<file path="config.mk">
export PLATFORM = sky130hd
export DESIGN_NAME = bcr_reporter
export DESIGN_NICKNAME = d
export VERILOG_FILES = /design/src/bcr_pkg.sv /design/src/bcr_reporter.sv
export SDC_FILE = /design/constraint.sdc
export NUM_CORES = 1
export LEC_CHECK = 0
export ABC_CLOCK_PERIOD_IN_PS = 2100
export BUFFER_PORTS_ARGS = -buffer_cell sky130_fd_sc_hd__buf_4
export CORE_MARGIN = 2
export CORE_UTILIZATION = 50
export CTS_CLUSTER_SIZE = 20
export DETAILED_ROUTE_END_ITERATION = 10
export GPL_TIMING_DRIVEN = 0
export PLACE_DENSITY = 0.76
export SLEW_MARGIN = 25
export SYNTH_ARGS = -nofsm -noshare
export SYNTH_HDL_FRONTEND = slang
export SYNTH_SLANG_ARGS = --single-unit
</file>
<file path="constraint.sdc">
create_clock -name clk_i -period 2.1 [get_ports clk_i]
set_clock_uncertainty 0.05 [all_clocks]
set_input_delay 0.105 -clock clk_i [delete_from_list [all_inputs] [get_ports clk_i]]
set_output_delay 0.105 -clock clk_i [all_outputs]
set_load 0.005 [all_outputs]
</file>
<file path="src/bcr_pkg.sv">
// Package for the blink code fault reporter: fault codes, classes, timing.
// Assumes a single 125 MHz module clock.
`default_nettype none
package bcr_pkg;
   localparam int unsigned CLK_HZ = 125_000_000;
   // Acknowledge deadline in ms and its cycle count
   localparam int unsigned ACK_TMO_MS = 400;
   localparam longint unsigned ACK_TMO_CYC_L =
      longint'(ACK_TMO_MS) * longint'(CLK_HZ) / 64'd1000;
   localparam int unsigned ACK_TMO_CYC = int'(ACK_TMO_CYC_L);
   // Blink half period and pause, in ms
   localparam int unsigned BLINK_HALF_MS = 250;
   localparam int unsigned BLINK_HALF_CYC_D =
      int'(longint'(BLINK_HALF_MS) * longint'(CLK_HZ) / 64'd1000);
   localparam int unsigned PAUSE_MS = 1500;
   localparam int unsigned PAUSE_CYC_D =
      int'(longint'(PAUSE_MS) * longint'(CLK_HZ) / 64'd1000);

   localparam logic [4:0] PORT_MAX = 5'h15;
   localparam logic [4:0] PORT_EXEMPT = 5'h09;
   localparam logic [15:0] RAM_MIN_KB = 16'h0008;

   localparam logic [11:0] C_PWRDN = 12'h014;
   localparam logic [11:0] C_RAMSEQ = 12'h815;
   localparam logic [11:0] C_ACKTMO = 12'h056;
   localparam logic [11:0] C_LOOP1 = 12'h617;
   localparam logic [11:0] C_PARITY = 12'h618;
   localparam logic [11:0] C_PORTBIG = 12'h619;
   localparam logic [11:0] C_RAMSMALL = 12'h61A;
   localparam logic [11:0] C_UNDER = 12'h627;
   localparam logic [11:0] C_NOCOMPL = 12'h639;
   localparam logic [11:0] C_PRIV = 12'h691;
   localparam logic [11:0] C_SLVTMO = 12'h6A4;
   localparam logic [11:0] C_RAMADDR = 12'h513;
   localparam logic [11:0] C_RAMDATA = 12'h412;
   localparam logic [11:0] C_PROM = 12'h311;

   // Blink counts; zero means steady light
   localparam logic [2:0] BL_STEADY = 3'h0;
   localparam logic [2:0] BL_TWO = 3'h2;
   localparam logic [2:0] BL_THREE = 3'h3;
   localparam logic [2:0] BL_FOUR = 3'h4;
   localparam logic [2:0] BL_FIVE = 3'h5;
   localparam logic [2:0] BL_SIX = 3'h6;
   localparam logic [2:0] BL_SEVEN = 3'h7;

   localparam int NSRC = 14;

   typedef enum logic [3:0] {
      BST_IDLE = 4'h1,
      BST_ON = 4'h2,
      BST_OFF = 4'h4,
      BST_PAUSE = 4'h8
   } bcr_bst_t;
endpackage
`default_nettype wire

</file>
<file path="src/bcr_reporter.sv">
// Fault reporter: latches the first fault code, blinks the run light,
// duplicates network traffic on two ports and steers the bridge path.
// Assumes synchronous inputs and one clock domain.
`default_nettype none
// How it works
// - Latch fault hex code, blink its class
// - Power-down: steady run light, code 014H
// - Self-test: 5/6/7 blinks for 513/412/311H
// - No ack within 400 ms raises 56H
// - Serial faults 617/618/627H, four blinks
// - Port setting above 21 gives 619H
// - Controller RAM below 8k gives 61AH
// - Peer reply not complement gives 639H
// - Slave timeout off port 9 gives 6A4H
// - Privilege still set after session: 691H
// - Same traffic both ports, record path
// - Bridge serial to network or local
// - Ready only after diagnostics pass
module bcr_reporter
   import bcr_pkg::*;
#(
   parameter int unsigned ACK_CYC = ACK_TMO_CYC,
   parameter int unsigned HALF_CYC = BLINK_HALF_CYC_D,
   parameter int unsigned PAUSE_CYC = PAUSE_CYC_D
) (
   input wire logic clk_i,
   input wire logic rstn_i,
   input wire logic ce_i,
   input wire logic pwrdn_i,
   input wire logic ramseq_err_i,
   input wire logic ramaddr_err_i,
   input wire logic ramdata_err_i,
   input wire logic prom_err_i,
   input wire logic diag_done_i,
   input wire logic req_i,
   input wire logic ack_i,
   input wire logic loop1_err_i,
   input wire logic parity_err_i,
   input wire logic underflow_i,
   input wire logic port_set_i,
   input wire logic [4:0] port_num_i,
   input wire logic ram_size_vld_i,
   input wire logic [15:0] ram_kb_i,
   input wire logic op_sent_i,
   input wire logic [7:0] op_i,
   input wire logic reply_vld_i,
   input wire logic [7:0] reply_i,
   input wire logic slv_tmo_i,
   input wire logic [4:0] slv_port_i,
   input wire logic sess_done_i,
   input wire logic priv_flag_i,
   input wire logic tx_vld_i,
   input wire logic [7:0] tx_data_i,
   input wire logic rx_a_vld_i,
   input wire logic rx_b_vld_i,
   input wire logic bridge_en_i,
   input wire logic ser_vld_i,
   input wire logic ser_to_local_i,
   input wire logic [7:0] ser_data_i,
   output logic run_led_o,
   output logic ready_led_o,
   output logic fault_o,
   output logic [11:0] fault_code_o,
   output logic [2:0] fault_blinks_o,
   output logic net_a_vld_o,
   output logic net_b_vld_o,
   output logic [7:0] net_a_data_o,
   output logic [7:0] net_b_data_o,
   output logic [1:0] rx_path_o,
   output logic loc_vld_o,
   output logic [7:0] loc_data_o
);
   ////////////////////////////////////////////////////////////////////////
   // Fault sources, lowest index has priority
   logic [NSRC-1:0] src;
   logic [11:0] codes [NSRC];
   logic [2:0] blinks [NSRC];
   logic [31:0] ack_cnt_r;
   logic ack_wait_r;
   logic [7:0] op_r;
   logic op_pend_r;
   logic ack_tmo;

   assign ack_tmo = ack_wait_r && !ack_i && (ack_cnt_r >= ACK_CYC - 1);

   always_ff @(posedge clk_i or negedge rstn_i) begin
      if (!rstn_i) begin
         ack_wait_r <= 1'b0;
         ack_cnt_r <= '0;
      end else if (ce_i) begin
         if (ack_wait_r && (ack_i || ack_tmo)) begin
            ack_wait_r <= 1'b0;
            ack_cnt_r <= '0;
         end else if (req_i && !ack_wait_r) begin
            ack_wait_r <= 1'b1;
            ack_cnt_r <= '0;
         end else if (ack_wait_r) begin
            ack_cnt_r <= ack_cnt_r + 32'h1;
         end
      end
   end

   always_ff @(posedge clk_i or negedge rstn_i) begin
      if (!rstn_i) begin
         op_r <= 8'h00;
         op_pend_r <= 1'b0;
      end else if (ce_i) begin
         if (op_sent_i) begin
            op_r <= op_i;
            op_pend_r <= 1'b1;
         end else if (reply_vld_i) begin
            op_pend_r <= 1'b0;
         end
      end
   end

   assign src[0] = pwrdn_i;
   assign codes[0] = C_PWRDN;
   assign blinks[0] = BL_STEADY;
   assign src[1] = ramseq_err_i;
   assign codes[1] = C_RAMSEQ;
   assign blinks[1] = BL_TWO;
   assign src[2] = ramaddr_err_i;
   assign codes[2] = C_RAMADDR;
   assign blinks[2] = BL_FIVE;
   assign src[3] = ramdata_err_i;
   assign codes[3] = C_RAMDATA;
   assign blinks[3] = BL_SIX;
   assign src[4] = prom_err_i;
   assign codes[4] = C_PROM;
   assign blinks[4] = BL_SEVEN;
   assign src[5] = ack_tmo;
   assign codes[5] = C_ACKTMO;
   assign blinks[5] = BL_THREE;
   assign src[6] = loop1_err_i;
   assign codes[6] = C_LOOP1;
   assign blinks[6] = BL_FOUR;
   assign src[7] = parity_err_i;
   assign codes[7] = C_PARITY;
   assign blinks[7] = BL_FOUR;
   assign src[8] = underflow_i;
   assign codes[8] = C_UNDER;
   assign blinks[8] = BL_FOUR;
   assign src[9] = port_set_i && (port_num_i > PORT_MAX);
   assign codes[9] = C_PORTBIG;
   assign blinks[9] = BL_FOUR;
   assign src[10] = ram_size_vld_i && (ram_kb_i < RAM_MIN_KB);
   assign codes[10] = C_RAMSMALL;
   assign blinks[10] = BL_FOUR;
   assign src[11] = reply_vld_i && op_pend_r && (reply_i != ~op_r);
   assign codes[11] = C_NOCOMPL;
   assign blinks[11] = BL_FOUR;
   assign src[12] = slv_tmo_i && (slv_port_i != PORT_EXEMPT);
   assign codes[12] = C_SLVTMO;
   assign blinks[12] = BL_FOUR;
   assign src[13] = sess_done_i && priv_flag_i;
   assign codes[13] = C_PRIV;
   assign blinks[13] = BL_FOUR;

   ////////////////////////////////////////////////////////////////////////
   // Priority pick
   logic [11:0] pick_code [NSRC+1];
   logic [2:0] pick_bl [NSRC+1];
   logic any_src;
   assign pick_code[NSRC] = 12'h000;
   assign pick_bl[NSRC] = BL_STEADY;
   genvar gi;
   generate
      for (gi = 0; gi < NSRC; gi++) begin : g_pick
         assign pick_code[gi] = src[gi] ? codes[gi] : pick_code[gi+1];
         assign pick_bl[gi] = src[gi] ? blinks[gi] : pick_bl[gi+1];
      end
   endgenerate
   assign any_src = |src;

   always_ff @(posedge clk_i or negedge rstn_i) begin
      if (!rstn_i) begin
         fault_o <= 1'b0;
         fault_code_o <= 12'h000;
         fault_blinks_o <= BL_STEADY;
      end else if (ce_i && any_src && !fault_o) begin
         fault_o <= 1'b1;
         fault_code_o <= pick_code[0];
         fault_blinks_o <= pick_bl[0];
      end
   end

   always_ff @(posedge clk_i or negedge rstn_i) begin
      if (!rstn_i) begin
         ready_led_o <= 1'b0;
      end else if (ce_i) begin
         ready_led_o <= diag_done_i && !fault_o && !any_src;
      end
   end

   ////////////////////////////////////////////////////////////////////////
   // Blink engine
   bcr_bst_t st_r;
   logic [31:0] tcnt_r;
   logic [2:0] bcnt_r;
   logic tdone;
   assign tdone = (st_r == BST_PAUSE) ? (tcnt_r >= PAUSE_CYC - 1)
                                      : (tcnt_r >= HALF_CYC - 1);

   always_ff @(posedge clk_i or negedge rstn_i) begin
      if (!rstn_i) begin
         st_r <= BST_IDLE;
         tcnt_r <= '0;
         bcnt_r <= 3'h0;
         run_led_o <= 1'b0;
      end else if (ce_i) begin
         tcnt_r <= tdone ? '0 : tcnt_r + 32'h1;
         case (st_r)
            BST_IDLE: begin
               tcnt_r <= '0;
               bcnt_r <= 3'h0;
               run_led_o <= fault_o && (fault_blinks_o == BL_STEADY);
               if (fault_o && fault_blinks_o != BL_STEADY) begin
                  st_r <= BST_ON;
                  run_led_o <= 1'b1;
               end
            end
            BST_ON: if (tdone) begin
               st_r <= BST_OFF;
               run_led_o <= 1'b0;
               bcnt_r <= bcnt_r + 3'h1;
            end
            BST_OFF: if (tdone) begin
               if (bcnt_r == fault_blinks_o) begin
                  st_r <= BST_PAUSE;
               end else begin
                  st_r <= BST_ON;
                  run_led_o <= 1'b1;
               end
            end
            BST_PAUSE: if (tdone) begin
               st_r <= BST_ON;
               bcnt_r <= 3'h0;
               run_led_o <= 1'b1;
            end
            default: st_r <= BST_IDLE;
         endcase
      end
   end

   ////////////////////////////////////////////////////////////////////////
   // Network duplication and bridge
   logic ser_net;
   logic ser_loc;
   assign ser_net = bridge_en_i && ser_vld_i && !ser_to_local_i;
   assign ser_loc = bridge_en_i && ser_vld_i && ser_to_local_i;

   always_ff @(posedge clk_i or negedge rstn_i) begin
      if (!rstn_i) begin
         net_a_vld_o <= 1'b0;
         net_b_vld_o <= 1'b0;
         net_a_data_o <= 8'h00;
         net_b_data_o <= 8'h00;
         rx_path_o <= 2'h0;
         loc_vld_o <= 1'b0;
         loc_data_o <= 8'h00;
      end else if (ce_i) begin
         net_a_vld_o <= tx_vld_i || ser_net;
         net_b_vld_o <= tx_vld_i || ser_net;
         net_a_data_o <= tx_vld_i ? tx_data_i : ser_data_i;
         net_b_data_o <= tx_vld_i ? tx_data_i : ser_data_i;
         if (rx_a_vld_i || rx_b_vld_i) begin
            rx_path_o <= {rx_b_vld_i, rx_a_vld_i};
         end
         loc_vld_o <= ser_loc;
         loc_data_o <= ser_data_i;
      end
   end
endmodule // bcr_reporter
`default_nettype wire

</file>
==> run metrics <==
outcome=finished, violations left; failing checks=negative setup slack; layout cells sized above 1=41.97%; Buf/Inv on CP=1; clk_lat worst skew=0.43 ns; fin cells=1125; top-level I/O count=132; DP Area=7729 um^2; ant diodes=0; Clock Tree Buf Depth=2; top cell type's share of synthesized area=45.45%; met3 Use GR=7.267%; final hold viol count=0; Final ANT Viol Nets=0; Total GRT Usage=29.47%; Setup TNS=-9.817 ns; top cells by area in the synthesized netlist=dfrtp_1 45%, nor2_1 4.1%, nand2_1 4.0%, mux2_2 3.1%, mux2i_1 3.1%; met2 GRT Util=51.64%; R2R cell count=8; peak supply drop=0.5965 mV; kind of cell adding the most delay to the critical path=simple AND/OR/NAND/NOR gates; GR peak layer=met2; Slew Viols, Final=0; clock transition at the registers of the reported paths=0.06 ns; Worst Tran Pin Value=0.9431 ns; fraction of registers with async set or reset after synthesis=100.0%; source of the worst hold timing path=parity_err_i; Worst path slowest cell=dfrtp_1; largest net degree at the start of global routing=61; critical path class=flop to flop; fill count=669; number of synthesized flops with an enable pin=0; Design Area, Final=10320 um^2; synthesized area=6496 um^2; vias in the first global route=6781; die area=13920 um^2; maximum net fanout on the critical path=7; number of nets in the layout=1028; sequential fraction of the synthesis area=45.86%; commonest non-fill, non-tap cell in the layout=buf_4; H-Tree Depth=4; CP endpoint kind=flop; Setup violations, final=60; clock sink count=119; Initial Utilization=51.27%; DP HPWL=12.15 mm; Synth Instances=683; crit share post-route=114.6%; area grow syn2layout=58.82%; Synth warnings=0; Crit path depth=8; routed vias=6854; Mean Syn Cell Area=9.511 um^2; CP peak stage delay=0.47 ns; LEAKAGE=4.668 nW; Port Buf Inserts=125; CTS tree=yes; Worst EP arrival=2.67 ns; syn_nets=771; r2r setup slk=-0.31 ns; core box area=12670 um^2; Max-slew headroom=37.13%; initial drt markers=735; Pre-antenna DRT Iters=5; Hold Crit Class=input pin to flop; Reg-to-Reg End=run_led_o; routability cong.=0.9374; main flop type after synthesis=dfrtp_1; max cap viols=0; Worst EP required=2.36 ns; initial antenna violation count=0; CTS buffer count=17; Place WS=-0.5799 ns; # DRC=0; largest area contributor in the netlist=dfrtp_1; Final Worst Setup Slack=-0.3059 ns; via-per-instance ratio=6.092; Startpoint Class=flop; Root Buffer=clkbuf_16; Netlist cell types=61; placed cell count=981; #FFs+latches synth=119; CP Cell Sequence=nor3_2, nand2_1, o31ai_2, nand4b_1, buf_6, and2_4, o211ai_1, mux2_4; met1 usage=33.67%; Pwr Total=8.272 mW; RSZ-0062 raised after global routing=yes; commonest cells after routing, fill and taps aside=190 x buf_4, 113 x dfrtp_1, 62 x nor2_1; Die Span X=118.0 um; minimum clock period=2.406 ns; Critical Path End=run_led_o; Cell Rows=41; WL per Instance=20.50 um; RR Startpoint=tcnt_r[21]; Die Y=118.0 um; Critical Path Source=tcnt_r[21]; overall routed net length=23.06 mm; P per Cell Area=801.7 nW/um^2; grt ovf=0; global-route wire length before repair=32.86 mm; FMAX=415.6 MHz
==> where the power goes <==
group          switching [mW]  internal [mW]  total (mW)
Combinational            1.21           1.12        2.33
Clock                    1.11           2.13        3.23
Sequential              0.212           2.50        2.71
Total                    2.53           5.75        8.27
==> layer usage <==
layer,wire [um],up-vias
met3,1410,89
met5,0,-
li1,-,3001
met4,842,0
met1,8527,3404
met2,12280,360
==> stage by stage <==
| step | hold WS [ns] | utilization, % |
|---|---|---|
| floorplan | -0.2406 | - |
| CTS | 0.002832 | 75.12 |
| finish | 0.02104 | 81.43 |
| global route | 0.02786 | 81.43 |
| global placement | 0.2720 | 60.72 |
| detailed placement | 0.02568 | 61.00 |
==> logic make-up after synthesis <==
| family | synth area share [%] |
|---|---|
| flip-flops | 45.86 |
| buffers and inverters | 4.198 |
| AND/OR/NAND/NOR | 21.94 |
| XOR/XNOR | 4.045 |
| adder cells (fa/ha/maj) | 0.5779 |
| AO/OA/AOI/OAI | 17.18 |
| multiplexers | 6.202 |
==> Yosys cell counts, types with 13 or more instances <==
library cell / count
dfrtp_1: 118
nor2_1: 71
nand2_1: 69
a21oi_1: 32
o21ai_0: 31
and3_1: 25
nand3_1: 23
nor3_1: 23
xor2_1: 21
mux2i_1: 20
o31ai_1: 19
mux2_2: 18
clkbuf_1: 17
inv_1: 15
nand2b_1: 14
nand4_1: 13
==> worst min-delay path, stage by stage <==
cell and delay, ns:
buf_4 0.11, nor2_1 0.07, nand2_2 0.10, o41ai_2 0.07
==> cell type report <==
type / instances / area (um^2) / area share [%]
Timing Repair Buffer: 239 / 2029 / 19.67
Multi-Input combinational cell: 513 / 4141 / 40.14
Tap cell: 172 / 215.2 / 2.086
Inverter: 15 / 56.30 / 0.5457
Clock buffer: 19 / 442.9 / 4.293
Clock inverter: 13 / 202.7 / 1.965
Sequential cell: 119 / 2985 / 28.94
Buffer: 35 / 244.0 / 2.365
==> flip-flops by register name, indices dropped and copies added (netlist names) <==
register	cells
loc_data_o	8
run_led_o	1
fault_blinks_o	3
rx_path_o	2
bcnt_r	3
st_r	4
fault_code_o	12
op_r	8
net_b_vld_o	1
loc_vld_o	1
fault_o	1
net_b_data_o	8
tcnt_r	32
ack_cnt_r	32
ready_led_o	1
ack_wait_r	1
op_pend_r	1
==> worst min-delay path by stage <==
stage | to | cells after the start
4_1_cts | net_b_data_o[3] | 3
6_report | fault_code_o[7] | 4
3_3_place_gp | rx_path_o[0] | 3
5_1_grt | fault_code_o[10] | 3
2_1_floorplan | ack_cnt_r[0] | 0
3_5_place_dp | tcnt_r[21] | 1
==> what timing repair did <==
action / in CTS / in global routing
setup buffers: 41 / 29
endpoints found under the setup margin: 82 / 81
pin swaps: 40 / 62
hold buffers: 39 / 1
resized for setup: 87 / 127
gates cloned: 2 / 3
endpoints found under the hold margin: 117 / 1
Note: power is estimated with default switching activity, not from simulation.
